<file path="src/shared/fabric_pkg.sv">
// Purpose: Shared constants and types for the fabric datapath, stall and pipeline logic
// Assumes: Two master ports and two slave ports, 32-bit data
// Notes: Port properties are fixed here; one set of constants shapes the generated logic
package fabric_pkg;
	localparam int NM = 2;
	localparam int NS = 2;
	localparam int IDW = 1;
	localparam int DW = 32;
	localparam int CW = 2;
	localparam int TAG_DEPTH = 4;
	localparam int PIPE_LEN = 4;
	// Master 1 is pipelined, master 0 is not
	localparam logic [NM-1:0] M_PIPELINED = 2'h2;
	// Both slaves pipelined; slave 1 variable latency, slave 0 fixed latency
	localparam logic [NS-1:0] S_PIPELINED = 2'h3;
	localparam logic [NS-1:0] S_VARIABLE = 2'h2;
	localparam logic [NS-1:0][CW-1:0] S_LATENCY = {2'h0, 2'h2};
	// Strobe setup and hold cycles per slave
	localparam logic [NS-1:0][CW-1:0] S_SETUP = {2'h1, 2'h0};
	localparam logic [NS-1:0][CW-1:0] S_HOLD = {2'h0, 2'h1};
	typedef enum logic [1:0] {
		PH_IDLE = 2'b00,
		PH_SETUP = 2'b01,
		PH_STROBE = 2'b10,
		PH_HOLD = 2'b11
	} phase_e;
endpackage

</file>
<file path="src/design/fabric_mux_wait.sv">
// Purpose: Datapath steering, stall sequencing and read pipeline control for the fabric
// Assumes: External arbiter and address decoder supply grant and slave select
// Notes: Port properties come from the package
// Function
// RULE1: Write data goes from the granted master to its slave and read data returns to the requester.
// RULE2: Each master port has its own return multiplexer.
// RULE3: A slave that cannot answer in one cycle stretches the transfer while the master waits.
// RULE4: Slave setup and hold needs add stall cycles around the read and write strobes.
// RULE5: A small state machine per slave turns slave-side sequencing into master-side stalls.
// RULE6: A master stays stalled until the arbiter grants it the targeted slave.
// RULE7: A pipelined master may issue reads back to back with earlier reads still outstanding.
// RULE8: Read data reaches each master in the order that master issued its reads.
// RULE9: No latency tracking exists for a pair where neither side is pipelined.
// RULE10: A non-pipelined master reading a pipelined slave is stalled until its data returns.
// RULE11: While such a master waits, the slave is free to take transfers from other masters.
// RULE12: A pipelined master reading a non-pipelined slave is stalled until the data returns.
// RULE13: With a fixed-latency slave the master samples data exactly when it is valid.
// RULE14: With a variable-latency slave data is captured whenever the slave flags it valid.
// RULE15: Each master records the slave of every outstanding read to route and order returns.
`timescale 1ns/100ps
module fabric_mux_wait (
	// Clock and reset
	input wire logic sys_clk,
	input wire logic rst,
	// Master ports
	input wire logic [fabric_pkg::NM-1:0] m_read,
	input wire logic [fabric_pkg::NM-1:0] m_write,
	input wire logic [fabric_pkg::NM-1:0][fabric_pkg::IDW-1:0] m_sel,
	input wire logic [fabric_pkg::NM-1:0][fabric_pkg::DW-1:0] m_writedata,
	output logic [fabric_pkg::NM-1:0] m_waitrequest,
	output logic [fabric_pkg::NM-1:0][fabric_pkg::DW-1:0] m_readdata,
	output logic [fabric_pkg::NM-1:0] m_readdatavalid,
	// Arbiter grants
	input wire logic [fabric_pkg::NS-1:0] gnt_valid,
	input wire logic [fabric_pkg::NS-1:0][fabric_pkg::IDW-1:0] gnt_master,
	// Slave ports
	output logic [fabric_pkg::NS-1:0] s_read,
	output logic [fabric_pkg::NS-1:0] s_write,
	output logic [fabric_pkg::NS-1:0][fabric_pkg::DW-1:0] s_writedata,
	input wire logic [fabric_pkg::NS-1:0] s_waitrequest,
	input wire logic [fabric_pkg::NS-1:0][fabric_pkg::DW-1:0] s_readdata,
	input wire logic [fabric_pkg::NS-1:0] s_readdatavalid
);
	import fabric_pkg::*;

	typedef struct packed {
		phase_e [NS-1:0] phase;
		logic [NS-1:0][CW-1:0] cnt;
		logic [NS-1:0][IDW-1:0] owner;
		logic [NS-1:0] is_rd;
		logic [NS-1:0] s_rd;
		logic [NS-1:0] s_wr;
		logic [NS-1:0][DW-1:0] s_wdata;
		logic [NS-1:0][PIPE_LEN-1:0] pipe;
		logic [NM-1:0] busy;
		logic [NM-1:0] m_wait;
		logic [NM-1:0] m_rvalid;
		logic [NM-1:0][DW-1:0] m_rdata;
		logic [NM-1:0][IDW-1:0] last_sel;
	} fab_s;

	fab_s r;
	fab_s n;

	logic [NS-1:0] s_push;
	logic [NS-1:0] s_pop;
	logic [NS-1:0][IDW-1:0] s_head;
	logic [NS-1:0] s_empty;
	logic [NS-1:0] s_full;
	logic [NM-1:0] mq_push;
	logic [NM-1:0] mq_pop;
	logic [NM-1:0][IDW-1:0] mq_din;
	logic [NM-1:0] mq_empty;
	logic [NM-1:0] mq_full;

	// Admission check for a granted request
	function automatic logic start_ok(input logic rd, input logic wr, input logic hit,
		input logic s_pipe, input logic sq_full, input logic mfull, input logic mempty,
		input logic same_last);
		if (!(rd || wr) || !hit) begin
			return 1'b0;
		end
		if (!rd) begin
			return 1'b1;
		end
		if (s_pipe) begin
			return !sq_full && !mfull && (mempty || same_last);
		end
		return mempty;
	endfunction

	// Per-slave tag queues: which master owns each outstanding read
	for (genvar gs = 0; gs < NS; gs++) begin : g_slave_q
		// RULE9 only pipelined slaves
		if (S_PIPELINED[gs]) begin : g_q
			read_tag_fifo #(.W(IDW), .D(TAG_DEPTH)) u_q (
				.sys_clk(sys_clk),
				.rst(rst),
				.push(s_push[gs]),
				.din(r.owner[gs]),
				.pop(s_pop[gs]),
				.dout(s_head[gs]),
				.empty(s_empty[gs]),
				.full(s_full[gs])
			);
		end else begin : g_none
			assign s_head[gs] = '0;
			assign s_empty[gs] = 1'b1;
			assign s_full[gs] = 1'b0;
		end
	end

	// RULE15 per-master record of targeted slaves
	for (genvar gm = 0; gm < NM; gm++) begin : g_master_q
		// RULE9 no queue without any pipelined slave
		if (|S_PIPELINED) begin : g_q
			read_tag_fifo #(.W(IDW), .D(TAG_DEPTH)) u_q (
				.sys_clk(sys_clk),
				.rst(rst),
				.push(mq_push[gm]),
				.din(mq_din[gm]),
				.pop(mq_pop[gm]),
				.dout(),
				.empty(mq_empty[gm]),
				.full(mq_full[gm])
			);
		end else begin : g_none
			assign mq_empty[gm] = 1'b1;
			assign mq_full[gm] = 1'b0;
		end
	end

	always_comb begin
		logic [IDW-1:0] m;
		logic accept;
		logic done;
		logic rv;
		m = '0;
		accept = 1'b0;
		done = 1'b0;
		rv = 1'b0;
		n = r;
		n.m_wait = '1;
		n.m_rvalid = '0;
		s_push = '0;
		s_pop = '0;
		mq_push = '0;
		mq_pop = '0;
		mq_din = '0;
		for (int s = 0; s < NS; s++) begin
			// RULE5 slave-side sequencer
			accept = (r.phase[s] == PH_STROBE) && !s_waitrequest[s];
			done = 1'b0;
			unique case (r.phase[s])
				PH_IDLE: begin
					m = gnt_master[s];
					// RULE6 wait for grant
					if (gnt_valid[s] && r.m_wait[m] && !r.busy[m] && !n.busy[m] &&
						start_ok(m_read[m], m_write[m], m_sel[m] == IDW'(s), S_PIPELINED[s],
						s_full[s], mq_full[m], mq_empty[m], r.last_sel[m] == IDW'(s))) begin
						n.owner[s] = m;
						n.is_rd[s] = m_read[m];
						// RULE1 write data from granted master
						n.s_wdata[s] = m_writedata[m];
						n.busy[m] = 1'b1;
						// RULE4 setup stall
						if (S_SETUP[s] != '0) begin
							n.phase[s] = PH_SETUP;
							n.cnt[s] = CW'(S_SETUP[s] - 2'h1);
						end else begin
							n.phase[s] = PH_STROBE;
							n.s_rd[s] = m_read[m];
							n.s_wr[s] = !m_read[m];
						end
					end
				end
				PH_SETUP: begin
					if (r.cnt[s] == '0) begin
						n.phase[s] = PH_STROBE;
						n.s_rd[s] = r.is_rd[s];
						n.s_wr[s] = !r.is_rd[s];
					end else begin
						n.cnt[s] = CW'(r.cnt[s] - 2'h1);
					end
				end
				PH_STROBE: begin
					// RULE3 stretch while slave stalls
					if (accept) begin
						n.s_rd[s] = 1'b0;
						n.s_wr[s] = 1'b0;
						if (r.is_rd[s] && !S_PIPELINED[s]) begin
							n.m_rdata[r.owner[s]] = s_readdata[s];
						end
						if (r.is_rd[s] && S_PIPELINED[s]) begin
							s_push[s] = 1'b1;
							mq_push[r.owner[s]] = 1'b1;
							mq_din[r.owner[s]] = IDW'(s);
							n.last_sel[r.owner[s]] = IDW'(s);
						end
						// RULE4 hold stall
						if (S_HOLD[s] != '0) begin
							n.phase[s] = PH_HOLD;
							n.cnt[s] = CW'(S_HOLD[s] - 2'h1);
						end else begin
							n.phase[s] = PH_IDLE;
							done = 1'b1;
						end
					end
				end
				PH_HOLD: begin
					if (r.cnt[s] == '0) begin
						n.phase[s] = PH_IDLE;
						done = 1'b1;
					end else begin
						n.cnt[s] = CW'(r.cnt[s] - 2'h1);
					end
				end
			endcase
			// RULE11 slave freed once a pipelined read is handed off
			if (done) begin
				m = r.owner[s];
				// RULE10 non-pipelined master keeps waiting for data
				if (!(r.is_rd[s] && S_PIPELINED[s] && !M_PIPELINED[m])) begin
					// RULE7 pipelined master released when the strobe and any hold cycles end
					n.m_wait[m] = 1'b0;
					n.busy[m] = 1'b0;
					// RULE12 unpipelined slave answers with its data
					if (r.is_rd[s] && !S_PIPELINED[s]) begin
						n.m_rvalid[m] = M_PIPELINED[m];
					end
				end
			end
			// RULE13 fixed latency timing line
			n.pipe[s] = {r.pipe[s][PIPE_LEN-2:0], accept && r.is_rd[s] && S_PIPELINED[s]};
			// RULE14 variable latency valid flag
			rv = S_VARIABLE[s] ? s_readdatavalid[s] : r.pipe[s][S_LATENCY[s] - 2'h1];
			// RULE8 return goes to the oldest requester of this slave
			if (S_PIPELINED[s] && rv && !s_empty[s]) begin
				m = s_head[s];
				s_pop[s] = 1'b1;
				mq_pop[m] = 1'b1;
				// RULE1 read data back to requester
				n.m_rdata[m] = s_readdata[s];
				if (M_PIPELINED[m]) begin
					n.m_rvalid[m] = 1'b1;
				end else begin
					// RULE10 release with data
					n.m_wait[m] = 1'b0;
					n.busy[m] = 1'b0;
				end
			end
		end
	end

	always_ff @(posedge sys_clk or posedge rst) begin
		if (rst) begin
			r <= '0;
			r.m_wait <= '1;
		end else begin
			r <= n;
		end
	end

	// RULE2 per-master return registers
	assign m_waitrequest = r.m_wait;
	assign m_readdata = r.m_rdata;
	assign m_readdatavalid = r.m_rvalid;
	assign s_read = r.s_rd;
	assign s_write = r.s_wr;
	assign s_writedata = r.s_wdata;
endmodule // fabric_mux_wait

</file>
<file path="src/design/read_tag_fifo.sv">
// Purpose: Small in-order tag memory for outstanding reads
// Assumes: Push and pop never exceed full or empty; both are guarded inside
// Notes: Head of queue comes out of a register
`timescale 1ns/100ps
module read_tag_fifo #(
	parameter int W = 1,
	parameter int D = 4
) (
	// Clock and reset
	input wire logic sys_clk,
	input wire logic rst,
	// Write side
	input wire logic push,
	input wire logic [W-1:0] din,
	// Read side
	input wire logic pop,
	output logic [W-1:0] dout,
	output logic empty,
	output logic full
);
	localparam int AW = $clog2(D);

	typedef struct packed {
		logic [D-1:0][W-1:0] mem;
		logic [AW-1:0] wr;
		logic [AW-1:0] rd;
		logic [AW:0] cnt;
		logic [W-1:0] head;
	} tag_s;

	tag_s r;
	tag_s n;
	logic do_push;
	logic do_pop;

	assign empty = (r.cnt == '0);
	assign full = (r.cnt == (AW+1)'(D));
	assign dout = r.head;
	assign do_push = push && !full;
	assign do_pop = pop && !empty;

	// Next state of pointers, count and head register
	always_comb begin
		n = r;
		if (do_push) begin
			n.mem[r.wr] = din;
			n.wr = AW'(r.wr + 1'b1);
		end
		if (do_pop) begin
			n.rd = AW'(r.rd + 1'b1);
		end
		n.cnt = (AW+1)'(r.cnt + {{AW{1'b0}}, do_push} - {{AW{1'b0}}, do_pop});
		if (do_push && ((AW+1)'(r.cnt - {{AW{1'b0}}, do_pop}) == '0)) begin
			n.head = din;
		end else begin
			n.head = r.mem[n.rd];
		end
	end

	always_ff @(posedge sys_clk or posedge rst) begin
		if (rst) begin
			r <= '0;
		end else begin
			r <= n;
		end
	end
endmodule // read_tag_fifo

</file>
<file path="config.mk">
export PLATFORM = sky130hd
export DESIGN_NAME = fabric_mux_wait
export DESIGN_NICKNAME = d
export VERILOG_FILES = /design/src/shared/fabric_pkg.sv /design/src/design/fabric_mux_wait.sv /design/src/design/read_tag_fifo.sv
export SDC_FILE = /design/constraint.sdc
export NUM_CORES = 1
export LEC_CHECK = 0
export ABC_AREA = 1
export BUFFER_PORTS_ARGS = -buffer_cell sky130_fd_sc_hd__buf_2
export CORE_ASPECT_RATIO = 1.75
export CORE_MARGIN = 3
export CORE_UTILIZATION = 53
export DETAILED_ROUTE_END_ITERATION = 8
export PLACE_DENSITY = 0.78
export SLEW_MARGIN = 20
export SYNTH_ARGS = -nofsm -noshare
export SYNTH_HDL_FRONTEND = slang
export SYNTH_SLANG_ARGS = --single-unit
</file>
<file path="constraint.sdc">
create_clock -name sys_clk -period 8.16 [get_ports sys_clk]
set_clock_uncertainty 0.2 [all_clocks]
set_input_delay 0.816 -clock sys_clk [delete_from_list [all_inputs] [get_ports sys_clk]]
set_output_delay 0.816 -clock sys_clk [all_outputs]
set_load 0.1 [all_outputs]
</file>
=== Word-level counts from Yosys, hierarchy flattened ===
Index checks and enable logic that the tools add are counted.

* Equality and inequality tests: 20
* Bitwise operators: 19
* Reduce and logical (&&, ||, !) cells: 90
* Multiplexer cells: 175
* Shift-type cells: 0
* Multipliers: 0
* Divide/modulo/power cells: 0
* Order comparisons: 18
* $add $sub $neg: 16

{| class="wikitable"
|+ Operator list
! kind !! number
|-
| 2-to-1 mux 32 bit || 6
|-
| 2-to-1 mux 70 bit || 2
|-
| bitwise mux 64 bit || 2
|-
| 2-to-1 mux 1 bit || 102
|-
| 2-to-1 mux 2 bit || 34
|-
| demux 32 bit (select 1 bit) || 2
|-
| logical AND 1 bit || 37
|-
| 2-to-1 mux 4 bit || 6
|-
| logical NOT 1 bit || 23
|-
| logical NOT 3 bit || 6
|-
| subtractor 3 x 1 -> 3 bit || 6
|-
| bitwise AND 2 bit || 8
|-
| inequality test 2 bit (second input constant) || 8
|-
| one-hot mux 2 bit (4 select lines) || 2
|-
| adder 3 x 1 -> 3 bit || 4
|-
| == test 3 bit (second input constant) || 4
|-
| less-than comparator 1 x 2 -> 1 bit (second input constant) || 6
|-
| less-than comparator 2 x 3 -> 1 bit (second input constant) || 4
|-
| bitwise OR 2 bit || 6
|-
| AND reduction 4 bit || 3
|-
| AND reduction 3 bit || 3
|-
| adder 2 x 1 -> 2 bit (second input constant) || 4
|-
| bitwise mux 4 bit || 2
|-
| == test 2 bit (second input constant) || 4
|-
| other kinds (19) || 54
|}

* RAM bits: 0
* Latch bits: 0
* Register bits: 184
* Memories kept: 0
* Output and inout bits: 136
* ROM bits: 0
* Logic and storage cells: 378

=== Depth between registers and ports, before layout ===
Gate-level depths: netlist of the first run.

* Depth in word-level cells: 38
* Mapped depth: 14
* Depth with buffers taken out: 12

=== Hierarchy ===
A second synthesis of the first run with hierarchy kept.

* Cells, all modules: 1405
* Area total of the unflattened synthesis: 11606.1 µm²

{| class="wikitable"
|+ Modules (own cells, without submodules)
! module !! area an instance (µm²) !! cells each !! seq. area each (µm²) !! instances
|-
| fabric_mux_wait || 8732.1 || 1077 || 3831.2 || 1
|-
| read_tag_fifo at g_master_q[0].g_q.u_q ... || 695.7 || 82 || 300.3 || 2
|-
| read_tag_fifo at g_slave_q[0].g_q.u_q || 742.0 || 82 || 300.3 || 1
|-
| read_tag_fifo at g_master_q[1].g_q.u_q || 740.7 || 82 || 300.3 || 1
|}

=== Worst setup path before layout of the first run ===
Ideal clock, no wire load.

* Path type: input -> register
* From: input port s_readdatavalid[1] (netlist bit)
* To: register g_master_q[1].g_q.u_q.r[3] (netlist bit)
* Data arrival time: 2505 ps
* Stages: 12
* Path slack: 5333 ps
* Path through: nand2_1 -> inv_2 -> nand2_1 -> buf_2 -> buf_2 -> a21boi_0 -> ha_1 -> inv_1 -> ha_1 -> inv_1 -> fa_1 -> xnor2_1

{| class="wikitable"
|+ RTL lines
! item !! RTL line !! source
|-
| start, declared || fabric_mux_wait.sv:42 || <nowiki>input wire logic [fabric_pkg::NS-1:0] s_readdatavalid</nowiki>
|-
| end signal, assigned || read_tag_fifo.sv:64 || <nowiki>r <= n;</nowiki>
|-
| end, declared || read_tag_fifo.sv:31 || <nowiki>tag_s r;</nowiki>
|}

=== Worst setup path in the final report of the first run ===
* From: input port gnt_master[0] (netlist bit)
* To: register r (netlist bit s_writedata[29])

* Word-level cells in the longest chain between the ends: 11
* Elaborated cells between the ends (all ways): 42

{| class="wikitable"
|+ Ends and longest elaborated chain
! item !! RTL line !! source
|-
| start, declared || fabric_mux_wait.sv:35 || <nowiki>input wire logic [fabric_pkg::NS-1:0][fabric_pkg::IDW-1:0] gnt_master,</nowiki>
|-
| 2-to-1 mux 1 bit, on equally long branches (2 in series) || fabric_mux_wait.sv:160, fabric_mux_wait.sv:159 ||
|-
| logical NOT 1 bit, or another cell as far along || fabric_mux_wait.sv:87 || <nowiki>return !sq_full && !mfull && (mempty || same_last);</nowiki>
|-
| logical AND 1 bit, or another cell as far along || fabric_mux_wait.sv:87 ||
|-
| logical AND 1 bit / logical OR 1 bit (equally long branches) || fabric_mux_wait.sv:87, fabric_mux_wait.sv:80 ||
|-
| 2-to-1 mux 1 bit, on equally long branches || fabric_mux_wait.sv:89, fabric_mux_wait.sv:80 ||
|-
| 2-to-1 mux 1 bit, on equally long branches || fabric_mux_wait.sv:86, fabric_mux_wait.sv:154 ||
|-
| 2-to-1 mux 1 bit || fabric_mux_wait.sv:83 || <nowiki>if (!rd) begin</nowiki>
|-
| 2-to-1 mux 1 bit || fabric_mux_wait.sv:154 || <nowiki>unique case (r.phase[s])</nowiki>
|-
| logical AND 1 bit || fabric_mux_wait.sv:158 || <nowiki>if (gnt_valid[s] && r.m_wait[m] && !r.busy[m] && !n.busy[m] &&</nowiki>
|-
| AND reduction 2 bit (no line) || -- ||
|-
| end signal, assigned || fabric_mux_wait.sv:260 || <nowiki>r <= n;</nowiki>
|-
| end, declared || fabric_mux_wait.sv:62 || <nowiki>fab_s r;</nowiki>
|}

Parallel ways exist; a longest one is shown, timed or not. The select of a mux whose other input is x is not followed.
A chain may end at the register's enable or synchronous reset.

==> metrics.csv, run 1 <==
stage;metric;value;unit
timing;Fin Hold WS;0.167;ns
clock_tree;CTS H-Tree Depth;4;
synthesis;ys async rst share;100;%
synthesis;Syn Area/Cell;8.38;um2
clock_tree;clock tree buffer depth;2;
synthesis;Mapped Cells;1212;
grt;largest net degree at the start of global routing;69;
floorplan;Die Height;189;um
layout;Nets;1501;
setup_path;cell chain of the critical path;buf_2 > nand2_1 > o21ai_1 > nand2_1 > nand2_1 > nor2_4 > nand3_4 > clkinv_2 > nand3_1 > nand3_1;
synthesis;cell area after synthesis;10200;um2
clock_tree;worst skew pair latency;0.43;ns
timing;# setup viols final;0;
setup_path;CP Data Arrival Time;3.36;ns
place;gpl congestion;0.846;
setup_path;crit end category;flip-flop;
timing;unrepaired setup endpoints after global routing;false;
synthesis;Synth Flop Type;dfrtp_1;
floorplan;initial core utilization;54.2;%
synthesis;register area share after synthesis;45.1;%
detailed_routing;WL/cell;15.1;um
place;HPWL after detailed placement;16.8;mm
detailed_routing;initial DRC count;639;
timing;Fin Setup TNS;0;ns
run_status;status;complete, no violations;
flow_run;MaxCap Viol Count;0;
clock_tree;CTS tree;built;
floorplan;floorplan die width;111;um
layout;post-route cell area;11200;um2
timing;Final period util;39.9;%
place;IO Port Bufs;277;
floorplan;Die ar.;20900;um2
synthesis;Synth cell types;42;
timing;Max Slew Vio Count;0;
layout;Antenna diodes;0;
timing;Final Hold Violating Endpoints;0;
floorplan;IO Count;280;
setup_path;Critical Setup Path Class;input port to flip-flop;
timing;fin crit period;3.26;ns
setup_path;crit-path max FO;42;
setup_path;CP top delay family;buffers and inverters;
clock_tree;hold-fix buffers at CTS;0;
detailed_routing;number of vias per cell;5.21;
setup_path;most frequent CP cell;nand2_1;
synthesis;syn_nets;1388;
detailed_routing;ANT nets after route;0;
grt;antenna violations before repair;0;
grt;vias in the first global route;8336;
place;Placed Area;10600;um2
detailed_routing;Pre-Repair DR Iteration Count;5;
detailed_routing;final wirelength;23.9;mm
synthesis;Yosys warning total;0;
detailed_routing;total number of vias;8206;
layout;Synth-to-Final Area Change;10.3;%
setup_path;Req. time, crit path;8.27;ns
timing;Fmax;307;MHz
place;placed cell count;1544;
layout;commonest non-fill, non-tap cell in the layout;nand2_1;
setup_path;Worst path max stage delay;0.64;ns
synthesis;post-synthesis register bit count;183;
layout;layout cells sized above 1;25.5;%
setup_path;startpoint types;input port;
floorplan;Std-Cell Rows;66;
clock_tree;Reg clk slew, reported paths;0.07;ns
clock_tree;Sink Count;183;
clock_tree;Post-CTS Setup Bufs;0;
synthesis;Post-synth EDFFs;0;
detailed_routing;# DRC;0;
clock_tree;CTS Root Cell;clkbuf_16;
timing;relative slew slack;43.3;%
layout;most frequent cells in the layout;nand2_1 (289), buf_2 (277), dfrtp_1 (181), nand3_1 (150), inv_1 (134);
layout;final non-filler cell total;1576;
setup_path;WP buf/inv;2;
worst_hold_path;Hold Crit Class;flip-flop to flip-flop;
timing;worst-margin pin slew;0.850;ns
grt;Total GRT Usage;23.0;%
clock_tree;Num CTS Buffers;17;
setup_path;Critical-path top delay cell;buf_2;
floorplan;core box area;18700;um2
grt;first-pass GRT wire length;40.1;mm
grt;Congestion Overflow GR;0;
clock_tree;CTS resizes;0;
## metal layers
metal  part of all wire (%)  vias to the layer above  track usage (%)
li1                       -                     3986                -
met1                     40                     3861             28.0
met2                     51                      325             40.2
met3                    7.0                       34             4.73
met4                    2.1                        0             8.63
met5                      0                        -                0
## cell usage after synthesis, types with 12 or more instances
library cell / count / area share, %
o211ai_1: 65 / 4.8
nand3_1: 150 / 7.4
buf_6: 12 / 1.3
o21ai_0: 89 / 4.4
dfrtp_1: 181 / 45
ha_1: 28 / 3.4
nand2_1: 290 / 11
clkbuf_1: 18 / 0.66
nor2_1: 20 / 0.74
inv_1: 135 / 5.0
buf_2: 21 / 1.0
buf_4: 139 / 10
## per-stage QoR
stage | worst slack (ns) | util (%)
detailed placement | 4.48 | 56.4
global placement | 4.51 | 56.4
global route | 4.62 | 59.8
finish | 4.90 | 59.8
CTS | 4.96 | 59.8
floorplan | 2.18 | -
## registers in the layout, indices dropped and copies added (netlist names)
| signal | cells |
|---|---|
| g_master_q.g_q.u_q.r | 6 |
| g_slave_q.g_q.u_q.dout | 2 |
| g_slave_q.g_q.u_q.r | 22 |
| m_readdata | 64 |
| m_readdatavalid | 1 |
| m_waitrequest | 2 |
| n | 2 |
| r | 16 |
| s_read | 2 |
| s_write | 2 |
| s_writedata | 64 |
## final timing paths
kind	start	to	slack (ns)	cells past startpoint
setup / recovery	gnt_master[0]	s_writedata[29]$_DFFE_PP0P_	4.90	10
hold / removal	n[73]$_DFF_PP0_	n[74]$_DFF_PP0_	0.17	0
max in group asynchronous	rst	g_slave_q[0].g_q.u_q.r[5]$_DFF_PP0_	6.25	3
setup reg to reg	g_slave_q[0].g_q.u_q.r[2]$_DFF_PP0_	g_master_q[0].g_q.u_q.r[3]$_DFF_PP0_	4.98	13
hold reg to reg	n[73]$_DFF_PP0_	n[74]$_DFF_PP0_	0.17	0
min in group asynchronous	rst	s_writedata[24]$_DFFE_PP0P_	0.23	2
## logic make-up (layout without fill, tap and decap cells)
group	Yosys count	count (layout)	synth area share (%)
buffers and inverters	332	458	18.6
and+or+nand+nor	476	476	20.3
other	1	1	0.0369
adders and majority gates	32	32	4.24
xor gates and xnor gates	13	13	1.12
AOI/OAI and AO/OA	175	175	10.6
DFF	183	183	45.1
## final cells by class
class,instances,area (um2)
clock inverter,15,211
multi-input combinational,697,3710
timing repair buffer,284,1440
tap,238,298
fill,1665,7540
inverter,142,542
sequential,183,4580
clock buffer,17,425
Power of run 1 is left out: the tool's default activity adds up to more than one toggle a clock period on the data nets, which glitch-free logic cannot reach.
==> inputs of run 2 (changes only) <==
--- a/config.mk
+++ b/config.mk
@@ -9,9 +9,9 @@
 export BUFFER_PORTS_ARGS = -buffer_cell sky130_fd_sc_hd__buf_2
 export CORE_ASPECT_RATIO = 1.75
 export CORE_MARGIN = 3
-export CORE_UTILIZATION = 53
+export CORE_UTILIZATION = 48
 export DETAILED_ROUTE_END_ITERATION = 8
-export PLACE_DENSITY = 0.78
+export PLACE_DENSITY = 0.74
 export SLEW_MARGIN = 20
 export SYNTH_ARGS = -nofsm -noshare
 export SYNTH_HDL_FRONTEND = slang
==> constraint.sdc (replaced) <==
create_clock -name sys_clk -period 2.8 [get_ports sys_clk]
set_clock_uncertainty 0.2 [all_clocks]
set_input_delay 0.28 -clock sys_clk [delete_from_list [all_inputs] [get_ports sys_clk]]
set_output_delay 0.28 -clock sys_clk [all_outputs]
set_load 0.1 [all_outputs]
==> run 2 against run 1 <==
Effect of this change: wire length up 21%; flip-flop and latch count unchanged; via count up 14%; first-iteration DRC count up 11%; clock-buffer cell count up 1; cell count up 13%; critical path depth unchanged; global-route usage up 2.0 points; die area up 10%; non-clock buffer count up 190; critical endpoint is now s_writedata[28]$_DFFE_PP0P_.
==> metrics.csv, run 2 (synthesized netlist as in run 1, its figures left out) <==
stage;metric;value;unit
setup_path;crit-path max FO;32;
place;worst slack, placed;0.280;ns
layout;Synth-to-Final Area Change;29.3;%
clock_tree;Post-CTS Setup Bufs;0;
timing;# setup viols final;0;
timing;Max Slew Vio Count;0;
floorplan;floorplan die width;116;um
place;gpl congestion;0.840;
setup_path;Critical Setup Path Class;flip-flop to flip-flop;
grt;Total GRT Usage;25.0;%
layout;most frequent cells in the layout;nand2_1 (289), buf_2 (277), dlygate4sd3_1 (183), dfrtp_1 (181), nand3_1 (150);
floorplan;Std-Cell Rows;69;
detailed_routing;number of vias per cell;5.29;
setup_path;Critical Path Source;m_waitrequest[1]$_DFF_PP1_;
worst_hold_path;worst hold start;s_readdata[17];
layout;post-route cell area;13100;um2
floorplan;IO Count;280;
timing;fin crit period;2.62;ns
setup_path;CP Data Arrival Time;2.79;ns
setup_path;crit end category;flip-flop;
clock_tree;CTS tree;built;
timing;Fin Setup TNS;0;ns
clock_tree;Reg clk slew, reported paths;0.08;ns
timing;relative slew slack;52.0;%
clock_tree;clock tree buffer depth;2;
setup_path;worst reg2reg path depth;10;
floorplan;initial core utilization;49.5;%
timing;Fmax;381;MHz
place;Placed Area;10700;um2
flow_run;MaxCap Viol Count;0;
timing;Final period util;93.6;%
floorplan;core box area;20500;um2
clock_tree;worst skew pair latency;0.44;ns
setup_path;Reg-to-Reg End;s_writedata[28]$_DFFE_PP0P_;
layout;Antenna diodes;0;
clock_tree;Sink Count;183;
detailed_routing;total number of vias;9387;
grt;Congestion Overflow GR;0;
layout;Nets;1691;
layout;Fill cells;1564;
detailed_routing;initial DRC count;708;
setup_path;r2r startpoint;m_waitrequest[1]$_DFF_PP1_;
grt;largest net degree at the start of global routing;66;
timing;worst-margin pin slew;0.719;ns
clock_tree;CTS Root Cell;clkbuf_16;
floorplan;Die ar.;23000;um2
detailed_routing;# DRC;0;
timing;PnR worst setup slack;0.178;ns
place;HPWL after detailed placement;17.3;mm
setup_path;startpoint types;flip-flop;
grt;first-pass GRT wire length;46.6;mm
clock_tree;CTS H-Tree Depth;4;
layout;layout cells sized above 1;22.7;%
grt;antenna violations before repair;0;
detailed_routing;ANT nets after route;0;
layout;commonest non-fill, non-tap cell in the layout;nand2_1;
worst_hold_path;Hold Crit Class;input port to flip-flop;
floorplan;Die Height;198;um
timing;unrepaired setup endpoints after global routing;false;
setup_path;Req. time, crit path;2.97;ns
detailed_routing;Pre-Repair DR Iteration Count;5;
place;IO Port Bufs;277;
detailed_routing;WL/cell;16.2;um
run_status;status;complete, no violations;
setup_path;CP Capture Point;s_writedata[28]$_DFFE_PP0P_;
setup_path;reg2reg setup slack;0.18;ns
detailed_routing;final wirelength;28.9;mm
grt;vias in the first global route;9881;
clock_tree;Num CTS Buffers;17;
timing;Final Hold Violating Endpoints;0;
==> run 2: cell types whose count changed in the layout (fill, tap and decap cells not counted), moves of 2 or more <==
cell,change
buf_12,+5
inv_6,+2
clkinv_2,-2
bufinv_16,-2
buf_6,+2
dlygate4sd3_1,+183
inv_8,-2
clkinv_4,+2
==> run 2: per-layer routing <==
layer  global-route usage [%]  wire length, um  vias up
met4                     11.4             1080        0
met3                     6.54             2350       99
met5                        0                0        -
met1                     27.1            10500     4388
met2                     44.9            14900      519
li1                         -                -     4381
==> run 2: cell type report <==
type | count | area (um2) | share of cell area (%)
multi-input combinational | 697 | 3710 | 28.2
clock inverter | 14 | 159 | 1.21
inverter | 142 | 544 | 4.14
tap | 248 | 310 | 2.36
sequential | 183 | 4580 | 34.9
clock buffer | 18 | 429 | 3.27
timing repair buffer | 474 | 3400 | 25.9
==> run 2: worst min path at each step <==
stage	end	slack [ns]	depth (start not counted)
after floorplan	n[74]$_DFF_PP0_	0.13	0
after global placement	n[74]$_DFF_PP0_	0.13	0
after detailed placement	n[74]$_DFF_PP0_	0.15	0
after CTS	m_readdata[46]$_DFF_PP0_	0.0006	5
after global routing	m_readdata[49]$_DFF_PP0_	0.02	5
final	m_readdata[49]$_DFF_PP0_	0.02	5
==> run 2: what timing repair did <==
action	in CTS	in global routing
endpoints found under the hold margin	153	0
setup endpoints to repair	0	54
hold buffers	183	0
gates resized for setup	0	12
==> run 2: worst max-delay path, stage by stage (launching register included) <==
cell and delay (ns):
dfstp_2 0.53, nand2_1 0.09, o21ai_1 0.18, nand2_1 0.11
nor2_4 0.17, nand4_1 0.17, inv_2 0.11, buf_12 0.20
nand2_1 0.10, nand3_1 0.11, dlygate4sd3_1 0.58
==> run 2: stage by stage <==
step	hold slack, ns	std cells	util (%)
floorplan	0.131	1212	-
global placement	0.132	1561	52.0
detailed placement	0.145	1561	52.0
CTS	0.000644	1776	63.8
global route	0.0246	1776	63.9
finish	0.0190	1776	63.9
Power of run 2 is left out for the same reason.
==> inputs of run 3 (changes only) <==
--- a/config.mk
+++ b/config.mk
@@ -9,10 +9,12 @@
 export BUFFER_PORTS_ARGS = -buffer_cell sky130_fd_sc_hd__buf_2
 export CORE_ASPECT_RATIO = 1.75
 export CORE_MARGIN = 3
-export CORE_UTILIZATION = 48
+export CORE_UTILIZATION = 51
+export CTS_BUF_LIST = sky130_fd_sc_hd__clkbuf_4
 export DETAILED_ROUTE_END_ITERATION = 8
-export PLACE_DENSITY = 0.74
+export PLACE_DENSITY = 0.77
 export SLEW_MARGIN = 20
 export SYNTH_ARGS = -nofsm -noshare
 export SYNTH_HDL_FRONTEND = slang
+export SYNTH_HIERARCHICAL = 1
 export SYNTH_SLANG_ARGS = --single-unit
==> run 3 against run 2 <==
Effect of this change: wire length increased by 8.4%; clock-buffer cell count decreased by 1; synthesized cell count increased by 5.7%; fmax decreased by 1.4%; worst setup slack got worse by 0.036 ns; first-iteration DRC count increased by 27%; flip-flop and latch count unchanged; sequential share of layout area decreased by 1.0 points; largest cell class unchanged; highest routed layer unchanged.
==> metrics.csv, run 3 <==
stage;metric;value;unit
layout;Reg area;4580;um2
setup_path;Critical-path top delay cell;dfstp_2;
place;IO Port Bufs;277;
layout;area taken by multi-input logic gates;4010;um2
detailed_routing;met3 WL;2.56;mm
clock_tree;CTS tree;built;
synthesis;syn_nets;1454;
place;gpl congestion;0.888;
setup_path;CP Data Arrival Time;2.98;ns
grt;vias in the first global route;10134;
grt;Total GRT Usage;27.5;%
layout;Synth-to-Final Area Change;28.0;%
clock_tree;CTS H-Tree Depth;4;
detailed_routing;ANT nets after route;0;
layout;post-route cell area;13500;um2
synthesis;cell area after synthesis;10600;um2
synthesis;Mapped Cells;1281;
floorplan;Die Height;196;um
layout;Nets;1780;
timing;Fin Setup TNS;0;ns
layout;Fill cells;1476;
detailed_routing;highest metal used;met4;
detailed_routing;number of vias per cell;5.29;
detailed_routing;initial DRC count;897;
synthesis;Yosys warning total;6;
timing;unrepaired setup endpoints after global routing;false;
setup_path;Req. time, crit path;3.12;ns
clock_tree;Sink Count;183;
timing;worst-margin pin slew;0.755;ns
floorplan;Die ar.;22600;um2
setup_path;startpoint types;flip-flop;
detailed_routing;routed wl met2;15.5;mm
floorplan;initial core utilization;51.9;%
clock_tree;clock tree buffer depth;2;
clock_tree;Reg clk slew, reported paths;0.15;ns
floorplan;IO Count;280;
place;Placed Area;11200;um2
clock_tree;Num CTS Buffers;17;
floorplan;Std-Cell Rows;69;
timing;relative slew slack;49.6;%
timing;Fmax;376;MHz
grt;antenna violations before repair;1;
timing;fin crit period;2.66;ns
grt;largest net degree at the start of global routing;66;
flow_run;MaxCap Viol Count;0;
worst_hold_path;Hold Crit Class;input port to asynchronous set/reset pin;
place;HPWL after detailed placement;18.8;mm
place;placed cell count;1636;
setup_path;cell chain of the critical path;inv_1 > nor2_1 > nand3_1 > a21boi_2 > dlygate4sd3_1 > nand4_1 > dlygate4sd3_1 > a21oi_1;
timing;Max Slew Vio Count;0;
timing;Final period util;94.9;%
floorplan;floorplan die width;115;um
grt;Congestion Overflow GR;0;
timing;# setup viols final;0;
clock_tree;CTS Root Cell;clkbuf_4;
detailed_routing;final wirelength;31.3;mm
timing;Final Hold Violating Endpoints;0;
grt;first-pass GRT wire length;49.8;mm
detailed_routing;# DRC;0;
layout;layout cells sized above 1;25.7;%
clock_tree;worst skew pair latency;0.59;ns
layout;final non-filler cell total;1870;
detailed_routing;Pre-Repair DR Iteration Count;5;
floorplan;core box area;20400;um2
setup_path;crit-path max FO;3;
synthesis;Syn Area/Cell;8.25;um2
setup_path;Worst path max stage delay;0.58;ns
setup_path;most frequent CP cell;dlygate4sd3_1;
detailed_routing;WL met1;11.3;mm
setup_path;crit end category;flip-flop;
setup_path;r2r startpoint;m_waitrequest[0]$_DFF_PP1_;
layout;commonest non-fill, non-tap cell in the layout;nand2_1;
layout;most frequent cells in the layout;nand2_1 (324), buf_2 (277), dlygate4sd3_1 (197), dfrtp_1 (181), inv_1 (174);
detailed_routing;WL/cell;16.7;um
detailed_routing;total number of vias;9890;
setup_path;Critical Setup Path Class;flip-flop to flip-flop;
setup_path;Critical Path Source;m_waitrequest[0]$_DFF_PP1_;
run_status;status;complete, no violations;
==> run 3: metrics by stage <==
step / hold WS (ns) / utilization (%) / setup slack [ns]
6_report: 0.0884 / 66.4 / 0.142
5_1_grt: 0.0914 / 66.4 / 0.0104
4_1_cts: 0.0249 / 66.1 / 0.0196
3_5_place_dp: 0.0303 / 54.9 / 0.185
3_3_place_gp: 0.0246 / 54.9 / 0.266
2_1_floorplan: -0.166 / - / 0.168
==> run 3: area by class of cell <==
type | instances | share of cell area (%)
inverter | 187 | 5.33
clock inverter | 15 | 1.29
timing repair buffer | 496 | 26.6
sequential | 183 | 33.9
antenna | 2 | 0.0370
clock buffer | 17 | 0.943
tap | 248 | 2.29
multi-input combinational | 722 | 29.7
==> run 3: worst paths after layout <==
kind / end / slack [ns] / depth (start not counted)
setup / recovery: r[70]$_DFF_PP0_ / 0.14 / 8
hold / removal: g_slave_q[1].g_q.u_q/r[11]$_DFFE_PP0P_ / 0.09 / 3
setup reg to reg: r[70]$_DFF_PP0_ / 0.14 / 8
hold reg to reg: n[74]$_DFF_PP0_ / 0.22 / 0
max in group asynchronous: m_readdata[48]$_DFF_PP0_ / 1.53 / 4
min in group sys_clk: r[71]$_DFF_PP0_ / 0.09 / 9
==> run 3: what timing repair did <==
item,in CTS,in global routing
endpoints found under the hold margin,205,0
buffers inserted,0,3
hold buffers,197,0
gates resized for setup,0,12
endpoints found under the setup margin,0,48
==> run 3: critical path, delay by kind of cell, from the launching register on <==
family	cells	cell delay (ns)
simple gates	3	0.26
buf+inv	3	1.19
flops	1	0.58
compound gates	2	0.37
==> run 3: routing by layer <==
metal	vias to the layer above	track usage, %
li1	4591	-
met1	4614	31.0
met2	546	47.0
met3	139	6.85
met4	0	15.4
met5	-	0
Power of run 3 is left out for the same reason.
